**config.mk**
```make
export PLATFORM = sky130hd
export DESIGN_NAME = arbi_result_port
export DESIGN_NICKNAME = d
export VERILOG_FILES = /design/src/common/arbi_pkg.sv /design/src/rtl/arbi_result_port.sv /design/src/rtl/arbi_byte_mux.sv
export SDC_FILE = /design/constraint.sdc
export NUM_CORES = 1
export LEC_CHECK = 0
export BUFFER_PORTS_ARGS = -buffer_cell sky130_fd_sc_hd__buf_2
export CORE_MARGIN = 2
export CORE_UTILIZATION = 25
export DETAILED_ROUTE_END_ITERATION = 7
export PLACE_DENSITY = 0.45
export SLEW_MARGIN = 10
export SYNTH_ARGS = -nofsm -noshare
export SYNTH_HDL_FRONTEND = slang
export SYNTH_SLANG_ARGS = --single-unit
export TNS_END_PERCENT = 50
```
**constraint.sdc**
```tcl
create_clock -name mclk -period 2.2 [get_ports mclk]
set_input_delay 0.33 -clock mclk [delete_from_list [all_inputs] [get_ports mclk]]
set_output_delay 0.33 -clock mclk [all_outputs]
set_load 0.01 [all_outputs]
```
**src/common/arbi_pkg.sv**
```systemverilog
// Constants and types for the converter result bus interface
package arbi_pkg;
    // =========================================
    // Widths
    localparam int DATA_W = 8;
    localparam int MAG_W = 15;
    localparam int HI_MAG_W = 7;
    // =========================================
    // Conversion timing in oscillator cycles
    localparam logic [15:0] INTEG_CYCLES = 16'h0010;
    localparam logic [15:0] DEINT_CYCLES = 16'h0020;
    // =========================================
    // Continuous-mode read pointer positions
    localparam logic [1:0] PTR_STATUS = 2'h0;
    localparam logic [1:0] PTR_HIGH = 2'h1;
    localparam logic [1:0] PTR_LOW = 2'h2;
    localparam logic [1:0] PTR_LAST = 2'h2;
    // =========================================
    // Reset values
    localparam logic [15:0] RESULT_RST = 16'h0000;
    localparam logic [7:0] BYTE_RST = 8'h00;
    localparam logic [7:0] OE_OFF = 8'hFF;

    typedef enum logic [1:0] {
        ARBI_IDLE,
        ARBI_INTEG,
        ARBI_DEINT
    } arbi_state_t;
endpackage

```
**src/rtl/arbi_result_port.sv**
```systemverilog
// Host-facing result port of the integrating converter
`timescale 1ns/1ps
// Notes on behaviour
// - Selected only when select high and enable low; strobes ignored otherwise.
// - On-demand mode: selected low write strobe starts a new conversion.
// - Data pins driven only while selected and read strobe low.
// - Mode low converts on request; mode high converts back to back.
// - On-demand byte select picks low or high result byte.
// - On-demand high byte: sign/overrange select steers the top data bit.
// - Top data bit carries polarity, overrange, result bit 7 in the low byte, or zero in the continuous-mode high byte.
// - Busy rises when de-integration starts.
// - Busy falls when conversion finishes and result is readable.
// - Sequencing is clocked from the oscillator input.
module arbi_result_port (
    input wire logic mclk,
    input wire logic rst_n,
    input wire logic chip_select,
    input wire logic chip_enable_n,
    input wire logic write_n,
    input wire logic read_n,
    input wire logic run_mode_select,
    input wire logic sign_overrange_select,
    input wire logic byte_sel_high,
    input wire logic [15:0] sample_value,
    input wire logic sample_over_range,
    output logic top_data_bit,
    output logic [6:0] lower_data_bits,
    output logic [7:0] data_oe_n,
    output logic busy
);
    // =========================================
    // Declarations
    arbi_pkg::arbi_state_t state_reg, state_next;
    logic [15:0] count_reg, count_next;
    logic [15:0] result_reg, result_next;
    logic over_reg, over_next;
    logic busy_reg, busy_next;
    logic [1:0] ptr_reg, ptr_next;
    logic rd_prev_reg, rd_prev_next;
    logic [7:0] dout_reg, dout_next;
    logic [7:0] oe_reg, oe_next;
    logic selected;
    logic start_req;
    logic [7:0] byte_val;

    assign selected = chip_select && !chip_enable_n;
    assign start_req = run_mode_select || (selected && !write_n);

    // =========================================
    // Byte multiplexer
    arbi_byte_mux arbi_byte_mux_i (
        .result(result_reg),
        .over_range(over_reg),
        .cont_mode(run_mode_select),
        .read_ptr(ptr_reg),
        .byte_sel_high(byte_sel_high),
        .sign_overrange_select(sign_overrange_select),
        .byte_out(byte_val)
    );

    // =========================================
    // Conversion sequencer on oscillator clock
    always_comb begin
        state_next = state_reg;
        count_next = count_reg;
        result_next = result_reg;
        over_next = over_reg;
        busy_next = busy_reg;
        case (state_reg)
            arbi_pkg::ARBI_IDLE: begin
                if (start_req) begin
                    state_next = arbi_pkg::ARBI_INTEG;
                    count_next = arbi_pkg::INTEG_CYCLES;
                end
            end
            arbi_pkg::ARBI_INTEG: begin
                count_next = count_reg - 16'h0001;
                if (count_reg == 16'h0001) begin
                    state_next = arbi_pkg::ARBI_DEINT;
                    count_next = arbi_pkg::DEINT_CYCLES;
                    busy_next = 1'b1;
                end
            end
            arbi_pkg::ARBI_DEINT: begin
                count_next = count_reg - 16'h0001;
                if (count_reg == 16'h0001) begin
                    state_next = arbi_pkg::ARBI_IDLE;
                    result_next = sample_value;
                    over_next = sample_over_range;
                    busy_next = 1'b0;
                end
            end
            default: begin
                state_next = arbi_pkg::ARBI_IDLE;
                busy_next = 1'b0;
            end
        endcase
    end

    always_ff @(posedge mclk or negedge rst_n) begin
        if (!rst_n) begin
            state_reg <= arbi_pkg::ARBI_IDLE;
            count_reg <= 16'h0000;
            result_reg <= arbi_pkg::RESULT_RST;
            over_reg <= 1'b0;
            busy_reg <= 1'b0;
        end else begin
            state_reg <= state_next;
            count_reg <= count_next;
            result_reg <= result_next;
            over_reg <= over_next;
            busy_reg <= busy_next;
        end
    end

    // =========================================
    // Read port and continuous byte pointer
    always_comb begin
        rd_prev_next = selected && !read_n;
        ptr_next = ptr_reg;
        if (!run_mode_select) begin
            ptr_next = arbi_pkg::PTR_STATUS;
        end else if (rd_prev_reg && !(selected && !read_n)) begin
            ptr_next = (ptr_reg == arbi_pkg::PTR_LAST) ? arbi_pkg::PTR_STATUS : ptr_reg + 2'h1;
        end
        dout_next = byte_val;
        oe_next = (selected && !read_n) ? 8'h00 : arbi_pkg::OE_OFF;
    end

    always_ff @(posedge mclk or negedge rst_n) begin
        if (!rst_n) begin
            ptr_reg <= arbi_pkg::PTR_STATUS;
            rd_prev_reg <= 1'b0;
            dout_reg <= arbi_pkg::BYTE_RST;
            oe_reg <= arbi_pkg::OE_OFF;
        end else begin
            ptr_reg <= ptr_next;
            rd_prev_reg <= rd_prev_next;
            dout_reg <= dout_next;
            oe_reg <= oe_next;
        end
    end

    assign top_data_bit = dout_reg[7];
    assign lower_data_bits = dout_reg[6:0];
    assign data_oe_n = oe_reg;
    assign busy = busy_reg;

    // =========================================
    // Checks
    property p_oe_select;
        @(posedge mclk) disable iff (!rst_n)
        !(chip_select && !chip_enable_n) |=> (data_oe_n == 8'hFF);
    endproperty
    a_oe_select: assert property (p_oe_select) else $error("pins driven while unselected");

    property p_oe_read;
        @(posedge mclk) disable iff (!rst_n)
        (chip_select && !chip_enable_n && !read_n) |=> (data_oe_n == 8'h00);
    endproperty
    a_oe_read: assert property (p_oe_read) else $error("pins not driven on read");

    property p_write_start;
        @(posedge mclk) disable iff (!rst_n)
        (state_reg == arbi_pkg::ARBI_IDLE && chip_select && !chip_enable_n && !write_n)
            |=> (state_reg == arbi_pkg::ARBI_INTEG);
    endproperty
    a_write_start: assert property (p_write_start) else $error("write did not start conversion");

    property p_demand_idle;
        @(posedge mclk) disable iff (!rst_n)
        (state_reg == arbi_pkg::ARBI_IDLE && !run_mode_select && (write_n || !chip_select || chip_enable_n))
            |=> (state_reg == arbi_pkg::ARBI_IDLE);
    endproperty
    a_demand_idle: assert property (p_demand_idle) else $error("conversion without request");

    property p_cont_run;
        @(posedge mclk) disable iff (!rst_n)
        (state_reg == arbi_pkg::ARBI_IDLE && run_mode_select) |=> (state_reg == arbi_pkg::ARBI_INTEG);
    endproperty
    a_cont_run: assert property (p_cont_run) else $error("continuous mode stalled");

    property p_busy_rise;
        @(posedge mclk) disable iff (!rst_n)
        $rose(busy) |-> (state_reg == arbi_pkg::ARBI_DEINT && count_reg == arbi_pkg::DEINT_CYCLES);
    endproperty
    a_busy_rise: assert property (p_busy_rise) else $error("busy rose outside de-integrate start");

    property p_busy_fall;
        @(posedge mclk) disable iff (!rst_n)
        $fell(busy) |-> (state_reg == arbi_pkg::ARBI_IDLE && result_reg == $past(sample_value));
    endproperty
    a_busy_fall: assert property (p_busy_fall) else $error("busy fell without result");

    property p_low_byte;
        @(posedge mclk) disable iff (!rst_n)
        (!run_mode_select && !byte_sel_high) |=> (dout_reg == $past(result_reg[7:0]));
    endproperty
    a_low_byte: assert property (p_low_byte) else $error("low byte wrong");

    property p_top_bit;
        @(posedge mclk) disable iff (!rst_n)
        (!run_mode_select && byte_sel_high && sign_overrange_select) |=> (top_data_bit == $past(over_reg));
    endproperty
    a_top_bit: assert property (p_top_bit) else $error("top bit not overrange");

    property p_ptr_wrap;
        @(posedge mclk) disable iff (!rst_n)
        (run_mode_select && ptr_reg == arbi_pkg::PTR_LAST && rd_prev_reg && read_n)
            |=> (ptr_reg == arbi_pkg::PTR_STATUS);
    endproperty
    a_ptr_wrap: assert property (p_ptr_wrap) else $error("pointer did not wrap");
endmodule

```
**src/rtl/arbi_byte_mux.sv**
```systemverilog
// Result byte selection for the converter read port
`timescale 1ns/1ps
module arbi_byte_mux (
    input wire logic [15:0] result,
    input wire logic over_range,
    input wire logic cont_mode,
    input wire logic [1:0] read_ptr,
    input wire logic byte_sel_high,
    input wire logic sign_overrange_select,
    output logic [7:0] byte_out
);
    // =========================================
    // Byte layout
    always_comb begin
        byte_out = arbi_pkg::BYTE_RST;
        if (cont_mode) begin
            case (read_ptr)
                arbi_pkg::PTR_STATUS: byte_out = {result[15], over_range, 6'h00};
                arbi_pkg::PTR_HIGH: byte_out = {1'b0, result[14:8]};
                default: byte_out = result[7:0];
            endcase
        end else if (!byte_sel_high) begin
            byte_out = result[7:0];
        end else begin
            byte_out = {(sign_overrange_select ? over_range : result[15]), result[14:8]};
        end
    end
endmodule

```
# After elaboration in Yosys (flattened, before gate mapping)
# Cells that the tools add are included.
# word_totals
elab_cells	55
reg_bits	55
# classes
n_reduce_logical	16
bitwise_logic	1
n_eq_ne	9
addsub	2
mux	18
# op_table
cell	count
$pmux 16 s3	1
$mux 16	2
$mux 8	3
$eq 16x1->1 const B	1
$pmux 8 s2	1
$sub 16x1->16 const B	1
$mux 2	6
$ne 2x2->1 const B	3
$pmux 2 s3	1
$reduce_and 3->1	2
$eq 2x1->1 const B	2
$eq 2x2->1 const B	2
$logic_and 1x1->1	4
$logic_not 1->1	4
$logic_not 2->1	2
$reduce_and 2->1	2
$mux 1	3
$pmux 1 s3	1
$reduce_bool 3->1	1
$add 2x1->2 const B	1
$ne 2x1->1 const B	1
$logic_or 1x1->1	1
$not 1->1	1

# Longest topological paths before layout
# Gate-level depths: netlist of run 1.
# logic_depth
word_depth	7
depth_mapped	8
mapped_depth_nobuf	6

# Modules after synthesis
# From an unflattened synthesis of run 1, not the netlist that was laid out.
# hier_totals
cells_unflattened	232
area_unflattened_um2	2582.5
# modules_own_cells
module	seq_area_each_um2	cells_per_inst	area_per_inst_um2	instances
arbi_result_port	1202.4	192	2285.9	1
arbi_byte_mux	0.0	40	296.5	1

# Worst setup path before layout of run 1
# No wires, ideal clock.
# synth_timing
path_kind	register -> register
startpoint	register count_reg[6]
endpoint	register count_reg[13]
period_less_slack_ns	1.954
t_required_ns	2.113
arrival_ns	1.868
n_path_buf	2
slack_ns	0.246
stages_incl_launch_ff	7
setup_time_ns	0.087
cell_sequence	dfrtp_1 > or4_1 > buf_2 > or2_1 > clkbuf_2 > or3_1 > o211ai_1
# synth_via
elab_chain_len	3
word_cells_on_any_way	4
# synth_lines
element	line_no	text
start, declared	arbi_result_port.sv:34	logic [15:0] count_reg, count_next;
start signal, assigned	arbi_result_port.sv:109	count_reg <= count_next;
$sub 16x1->16 or $eq 16x1->1 (tied branches)	arbi_result_port.sv:77, arbi_result_port.sv:85, arbi_result_port.sv:78	
$mux 16	arbi_result_port.sv:78	if (count_reg == 16'h0001) begin
$pmux 16 s3 *	arbi_result_port.sv:69	case (state_reg)
# Mark *: on every way between the ends. The rest lies on a longest branch, timed or not.
# A chain may end at the register's enable or synchronous reset.

# Final worst setup path of run 1
# layout_timing
startpoint	register count_reg[1]
endpoint	register count_reg[7]
# The elaborated chain is that of the path after synthesis.

==> results of run 1 <==
## per-layer routing
metal  vias up  share of wire, %  wire length [um]  global-route usage, %
li1        964                 -                 -                      -
met1       960                45              2490                   13.8
met2        42                49              2740                   18.7
met3        10               4.2               232                   2.64
met4         0               1.7                94                   4.05
met5         -                 0                 0                      0
## worst max-delay path: cells and delay by family, from the launching register on
kind	cells	cell delay [ns]
simple gates	2	0.61
fa+ha+maj	1	0.14
flops	1	0.42
buf+inv	2	0.33
compound gates	2	0.39
## synth_stat cells, drive strengths merged (5+ instances only)
master	instances	area (um2)
ha	6	75.1
nor3	5	25.0
mux2	17	191
nand2	17	66.3
a211oi	8	60.1
a22oi	8	60.1
buf	11	71.3
o21ai	9	45.0
or4	5	37.5
mux2i	5	50.1
or3	5	31.3
inv	9	33.8
o211ai	6	45.0
dfrtp	47	1180
nor2	8	30.0
clkbuf	8	31.3
nor2b	9	56.3
a21oi	15	75.1
o31ai	5	37.5
## cells in the final DEF (no fill, tap or decap), types with 4 or more instances in the layout
cell type	Yosys	layout
a21oi_1	15	15
inv_1	9	9
or3_1	5	5
buf_2	3	42
a22oi_1	8	8
a2bb2oi_1	4	4
buf_4	7	10
mux2_1	10	10
nor2b_1	9	9
nor2_1	8	8
a211oi_1	8	8
mux2i_1	5	5
o211ai_1	6	6
ha_1	6	6
clkbuf_8	0	5
o21ai_0	8	8
nand2_1	16	16
mux2_2	7	7
or4_1	5	5
nor3_1	5	5
dfrtp_1	47	47
o31ai_1	5	5
## power by group through the flow
stage          sequential (W)  combinational (W)  clock (W)
4_1_cts              0.000931           0.000133   0.000696
6_report             0.000931           0.000128   0.000678
3_3_place_gp         0.000949           0.000131          0
5_1_grt              0.000936           0.000147   0.000729
2_1_floorplan        0.000952          0.0000592          0
3_5_place_dp         0.000949           0.000133          0
## metrics by stage
step	hold slack [ns]	power, W	cell area (um2)	util (%)	instances
4_1_cts	0.0166	0.00176	2970	30.6	414
3_3_place_gp	0.369	0.00108	2860	29.4	406
2_1_floorplan	0.0344	0.00101	2490	-	239
6_report	0.00105	0.00174	2970	30.6	414
5_1_grt	0.0327	0.00181	2970	30.6	414
3_5_place_dp	0.367	0.00108	2860	29.4	406
## kinds of logic after synthesis
family                   count (synthesis)
multiplexers                            22
adder cells (fa/ha/maj)                  6
AND/OR/NAND/NOR                         67
AO/OA/AOI/OAI                           68
buffers and inverters                   28
flip-flops                              48
## worst max-delay path by stage
stage                         end  slack [ns]  depth (start not counted)
finish               count_reg[7]        0.20                          7
global route        count_reg[10]        0.05                          7
CTS                  count_reg[6]        0.20                          7
detailed placement  count_reg[13]        0.21                          4
global placement     count_reg[6]        0.20                          7
floorplan           count_reg[13]        0.25                          6
## final cells by class
class	count	area, um2	share of cell area, %
well taps	133	166	5.60
flip-flops and latches	48	1200	40.4
clock buffers	5	68.8	2.31
clock inverters	3	46.3	1.56
multi-input cells	163	1150	38.7
inverters	9	33.8	1.14
repair buffers	53	305	10.3
==> results.yml, run 1 <==
pwr:
  switchingPower_w: 0.000421
  power.share.sequential_pct: 53.6
  p_leak_nw: 1.27
  swShare_pct: 24.2
  combPwrFrac_pct: 7.4
  intPower_w: 0.00132
  p_per_area_mw_per_mm2: 584
  clockPowerShare_pct: 39.0
  ir_worst_vdd_v: 0.000202
finish:
  fillers: 1039
  antenna-diode-count: 0
  drive_above_1_share_pct: 26.3
  synthToLayoutAreaGrowth_pct: 19.5
  final_nets: 312
clock_tree:
  cts_max_level: 2
  cts_tree: "yes"
  cts_resized: 0
  cts_setup_buffers: 0
  cts_hold_buf: 0
  cts_buffers: 5
  clk_latency_ns: 0.31
  clk_pin_slew_ns: 0.10
  clock_sinks: 48
  cts_max_path_buffers: 2
  cts_root_buf: "clkbuf_8"
synth:
  avgSynthCellArea_um2: 10.4
  muxShareOfSynthArea_pct: 9.70
  synth-compound-area-share_pct: 18.9
  syn-num-nets: 271
  ys_ff_latch: 48
  synth_fa_ha_area_share_pct: 3.02
  synth_area_mm2: 0.00249
  synth_enable_flop_cells: 0
  yosysWarnings: 0
  synthXorXnorAreaFrac_pct: 0
  synth_top_family_by_area: "compound AO/OA/AOI/OAI gates"
  syn_inst: 239
  synth.distinct_cells: 45
  ys_seq_area_share_pct: 48.3
  synth-simple-area-share_pct: 14.6
  synth_ff_type: "dfrtp_1"
  synthArstFlopShare_pct: 100
sta:
  relSlewSlack_pct: 62.6
  slew_violations: 0
  clock_skew_ns: 0.00354
  setup_tns_ns: 0
  hold_viol_final: 0
  setup_viol: 0
  fin_crit_ns: 2.00
  rsz0062_at_grt: "false"
  fmax_ghz: 0.500
  tightest_slew_ns: 0.560
  timing.final.crit_share_pct: 91.0
  fin_ws_ns: 0.199
placement:
  preCtsSetupSlack_ns: 0.212
  numPortBuffers: 42
  dp_hpwl_um: 3930
  gp_congestion: 0.759
floorplanning:
  die_w_um: 104
  initial_core_util_pct: 25.6
  die_area_mm2: 0.0108
  core_mm2: 0.00973
  die_h_um: 104
  placement_rows: 36
  ioPinCount: 43
route:
  post_drt_via_cell_ratio: 4.77
  drtIter0Drc: 91
  drc: 0
  ant_nets: 0
  vias: 1976
  dr.pass1.iters: 4
  wirelength_um: 5560
  routedWlPerCell_um: 13.4
outcome:
  status: "finished, final reports clean"
worst_setup_path:
  startpoint: "count_reg[1]"
  cp_slowest_stage_delay_ns: 0.42
  r2r_cells: 7
  crit_required_ns: 2.39
  cp_slowest_cell: "dfrtp_1"
  r2r-start: "count_reg[1]"
  worstPathMaxFanout: 12
  worst_setup_path_end_kind: "register"
  cp_cell_sequence: "inv_1 -> ha_1 -> nor4b_1 -> nand4_1 -> o211ai_1 -> buf_4 -> o211ai_1"
  r2r_slack_ns: 0.20
  r2r-end: "count_reg[7]"
  criticalPathCategory: "reg2reg"
  arrival_ns: 2.19
  worst_path_most_repeated_cell: "o211ai_1"
  crit_path_start_kind: "register"
hold_path:
  min_path_type: "in2async"
grt:
  grt_max_degree: 25
  grt_pass1_wl_um: 9740
  antenna_found_initial: 0
  grt_pass1_vias: 1994
  track_usage_pct: 11.1
  grt_overflow_total: 0
run:
  maxCapViolCount: 0
Power figures use the tool's default switching activity.
==> run 2: changes to the inputs <==
GPL_TIMING_DRIVEN = 0   (was not set)
==> run 2 against run 1 <==
Fmax fell by 1.4%. Register-to-register slack worse by 0.03 ns. Cell count increased by 1.7%. Combinational power grew 5%. Setup slack got worse by 0.027 ns. Sequential cell count did not move. Sequential power about the same. Largest cell class unchanged. Total power is 5.0% lower. Clock skew is 0.0024 ns higher. Non-clock buffer count grew 7. Critical path depth shrank 1. Largest power group unchanged.
==> results.yml, run 2 (synthesis gave the netlist of run 1 again) <==
outcome:
  status: "finished, final reports clean"
floorplanning:
  ioPinCount: 43
  initial_core_util_pct: 25.6
  placement_rows: 36
  die_area_mm2: 0.0108
  die_w_um: 104
  core_mm2: 0.00973
  die_h_um: 104
worst_setup_path:
  r2r-end: "result_reg[8]"
  r2r_slack_ns: 0.17
  arrival_ns: 2.22
  criticalPathCategory: "reg2reg"
  r2r-start: "count_reg[6]"
  crit_path_start_kind: "register"
  r2r_cells: 6
  worstPathMaxFanout: 10
  worst_setup_path_end_kind: "register"
  crit_required_ns: 2.39
route:
  routedWlPerCell_um: 13.9
  post_drt_via_cell_ratio: 4.69
  dr.pass1.iters: 4
  ant_nets: 0
  drc: 0
  wirelength_um: 5870
  vias: 1974
  drtIter0Drc: 104
grt:
  grt_overflow_total: 0
  track_usage_pct: 11.5
  grt_pass1_vias: 1969
  grt_max_degree: 49
  antenna_found_initial: 0
  grt_pass1_wl_um: 10200
clock_tree:
  clk_pin_slew_ns: 0.10
  cts_max_path_buffers: 2
  cts_root_buf: "clkbuf_8"
  clock_sinks: 48
  cts_buffers: 5
  clk_latency_ns: 0.30
  cts_max_level: 2
  cts_tree: "yes"
sta:
  clock_skew_ns: 0.00597
  slew_violations: 0
  fin_hold_ws_ns: 0.0272
  relSlewSlack_pct: 57.0
  fin_crit_ns: 2.03
  tightest_slew_ns: 0.644
  setup_viol: 0
  timing.final.crit_share_pct: 92.2
  hold_viol_final: 0
  fmax_ghz: 0.493
  rsz0062_at_grt: "true"
  setup_tns_ns: 0
placement:
  gp_congestion: 0.723
  numPortBuffers: 41
  dp_hpwl_um: 4010
finish:
  synthToLayoutAreaGrowth_pct: 20.6
  final_common_cell: "dfrtp_1"
  drive_above_1_share_pct: 27.8
  mostFrequentLayoutCells: "dfrtp_1 (47), buf_2 (42), nand2_1 (16)"
  antenna-diode-count: 0
  fillers: 1028
  final_nets: 319
pwr:
  ir_worst_vdd_v: 0.000245
  p_leak_nw: 1.28
  p_per_area_mw_per_mm2: 550
run:
  maxCapViolCount: 0
hold_path:
  min_path_type: "in2async"
## run 2: cell count changes in the layout (fill, tap and decap cells not counted), sizes merged
cell      before  now
clkbuf         5   12
buf           53   54
bufinv         1    0
clkinvlp       1    2
inv           10    9
## run 2: metal layers
layer  track usage, %  wire length (um)  up-vias
li1                 -                 -      969
met1             15.9              2920      967
met2             18.5              2720       33
met3             2.52               178        5
met4             2.61                46        0
met5                0                 0        -
## run 2: worst max-delay path, stage by stage (launching register included)
cell and delay (ns):
dfrtp_1 0.43, nor4_1 0.43, and4_1 0.24, buf_2 0.18
nand2_4 0.12, buf_6 0.20, mux2_1 0.31
## run 2: what timing repair did
action                     4_1_cts  5_1_grt
cloned                           0        0
pin swaps                        0        2
buffers inserted                 0        2
hold endpoints to repair         0        0
setup endpoints to repair       20       22
hold buffers                     0        0
gates resized for setup          4        6
## run 2: report_power, final
group          internal [W]  total (W)  switching (W)
Sequential         0.000913   0.000931      0.0000185
Clock              0.000256   0.000586       0.000330
Combinational     0.0000632   0.000134      0.0000707
Total               0.00123    0.00165       0.000419
## run 2: stage by stage
step / setup WS (ns) / power (W) / instance area (um2) / instances / util, %
2_1_floorplan: 0.246 / 0.00101 / 2490 / 239 / -
4_1_cts: 0.0437 / 0.00167 / 2970 / 421 / 30.6
5_1_grt: -0.00513 / 0.00174 / 3000 / 421 / 30.8
6_report: 0.172 / 0.00165 / 3000 / 421 / 30.8
3_3_place_gp: -0.173 / 0.00108 / 2860 / 413 / 29.4
3_5_place_dp: -0.184 / 0.00109 / 2860 / 413 / 29.4
## run 2: how the worst max path moves through the flow
stage	slack, ns	to	cells past startpoint	start
2_1_floorplan	0.25	count_reg[13]	6	count_reg[6]
3_3_place_gp	-0.17	count_reg[15]	7	count_reg[1]
3_5_place_dp	-0.18	count_reg[9]	5	count_reg[13]
4_1_cts	0.04	result_reg[8]	6	count_reg[6]
5_1_grt	-0.005	count_reg[2]	6	state_reg[0]
6_report	0.17	result_reg[8]	6	count_reg[6]
## run 2: final cells by class
class                   count  area (um2)  area share [%]
flip-flops and latches     48        1200            40.1
multi-input cells         163        1170            39.2
repair buffers             43         223            7.42
well taps                 133         166            5.55
plain buffers              17         103            3.42
clock buffers               6        82.6            2.75
inverters                   9        33.8            1.13
clock inverters             2        15.0           0.500
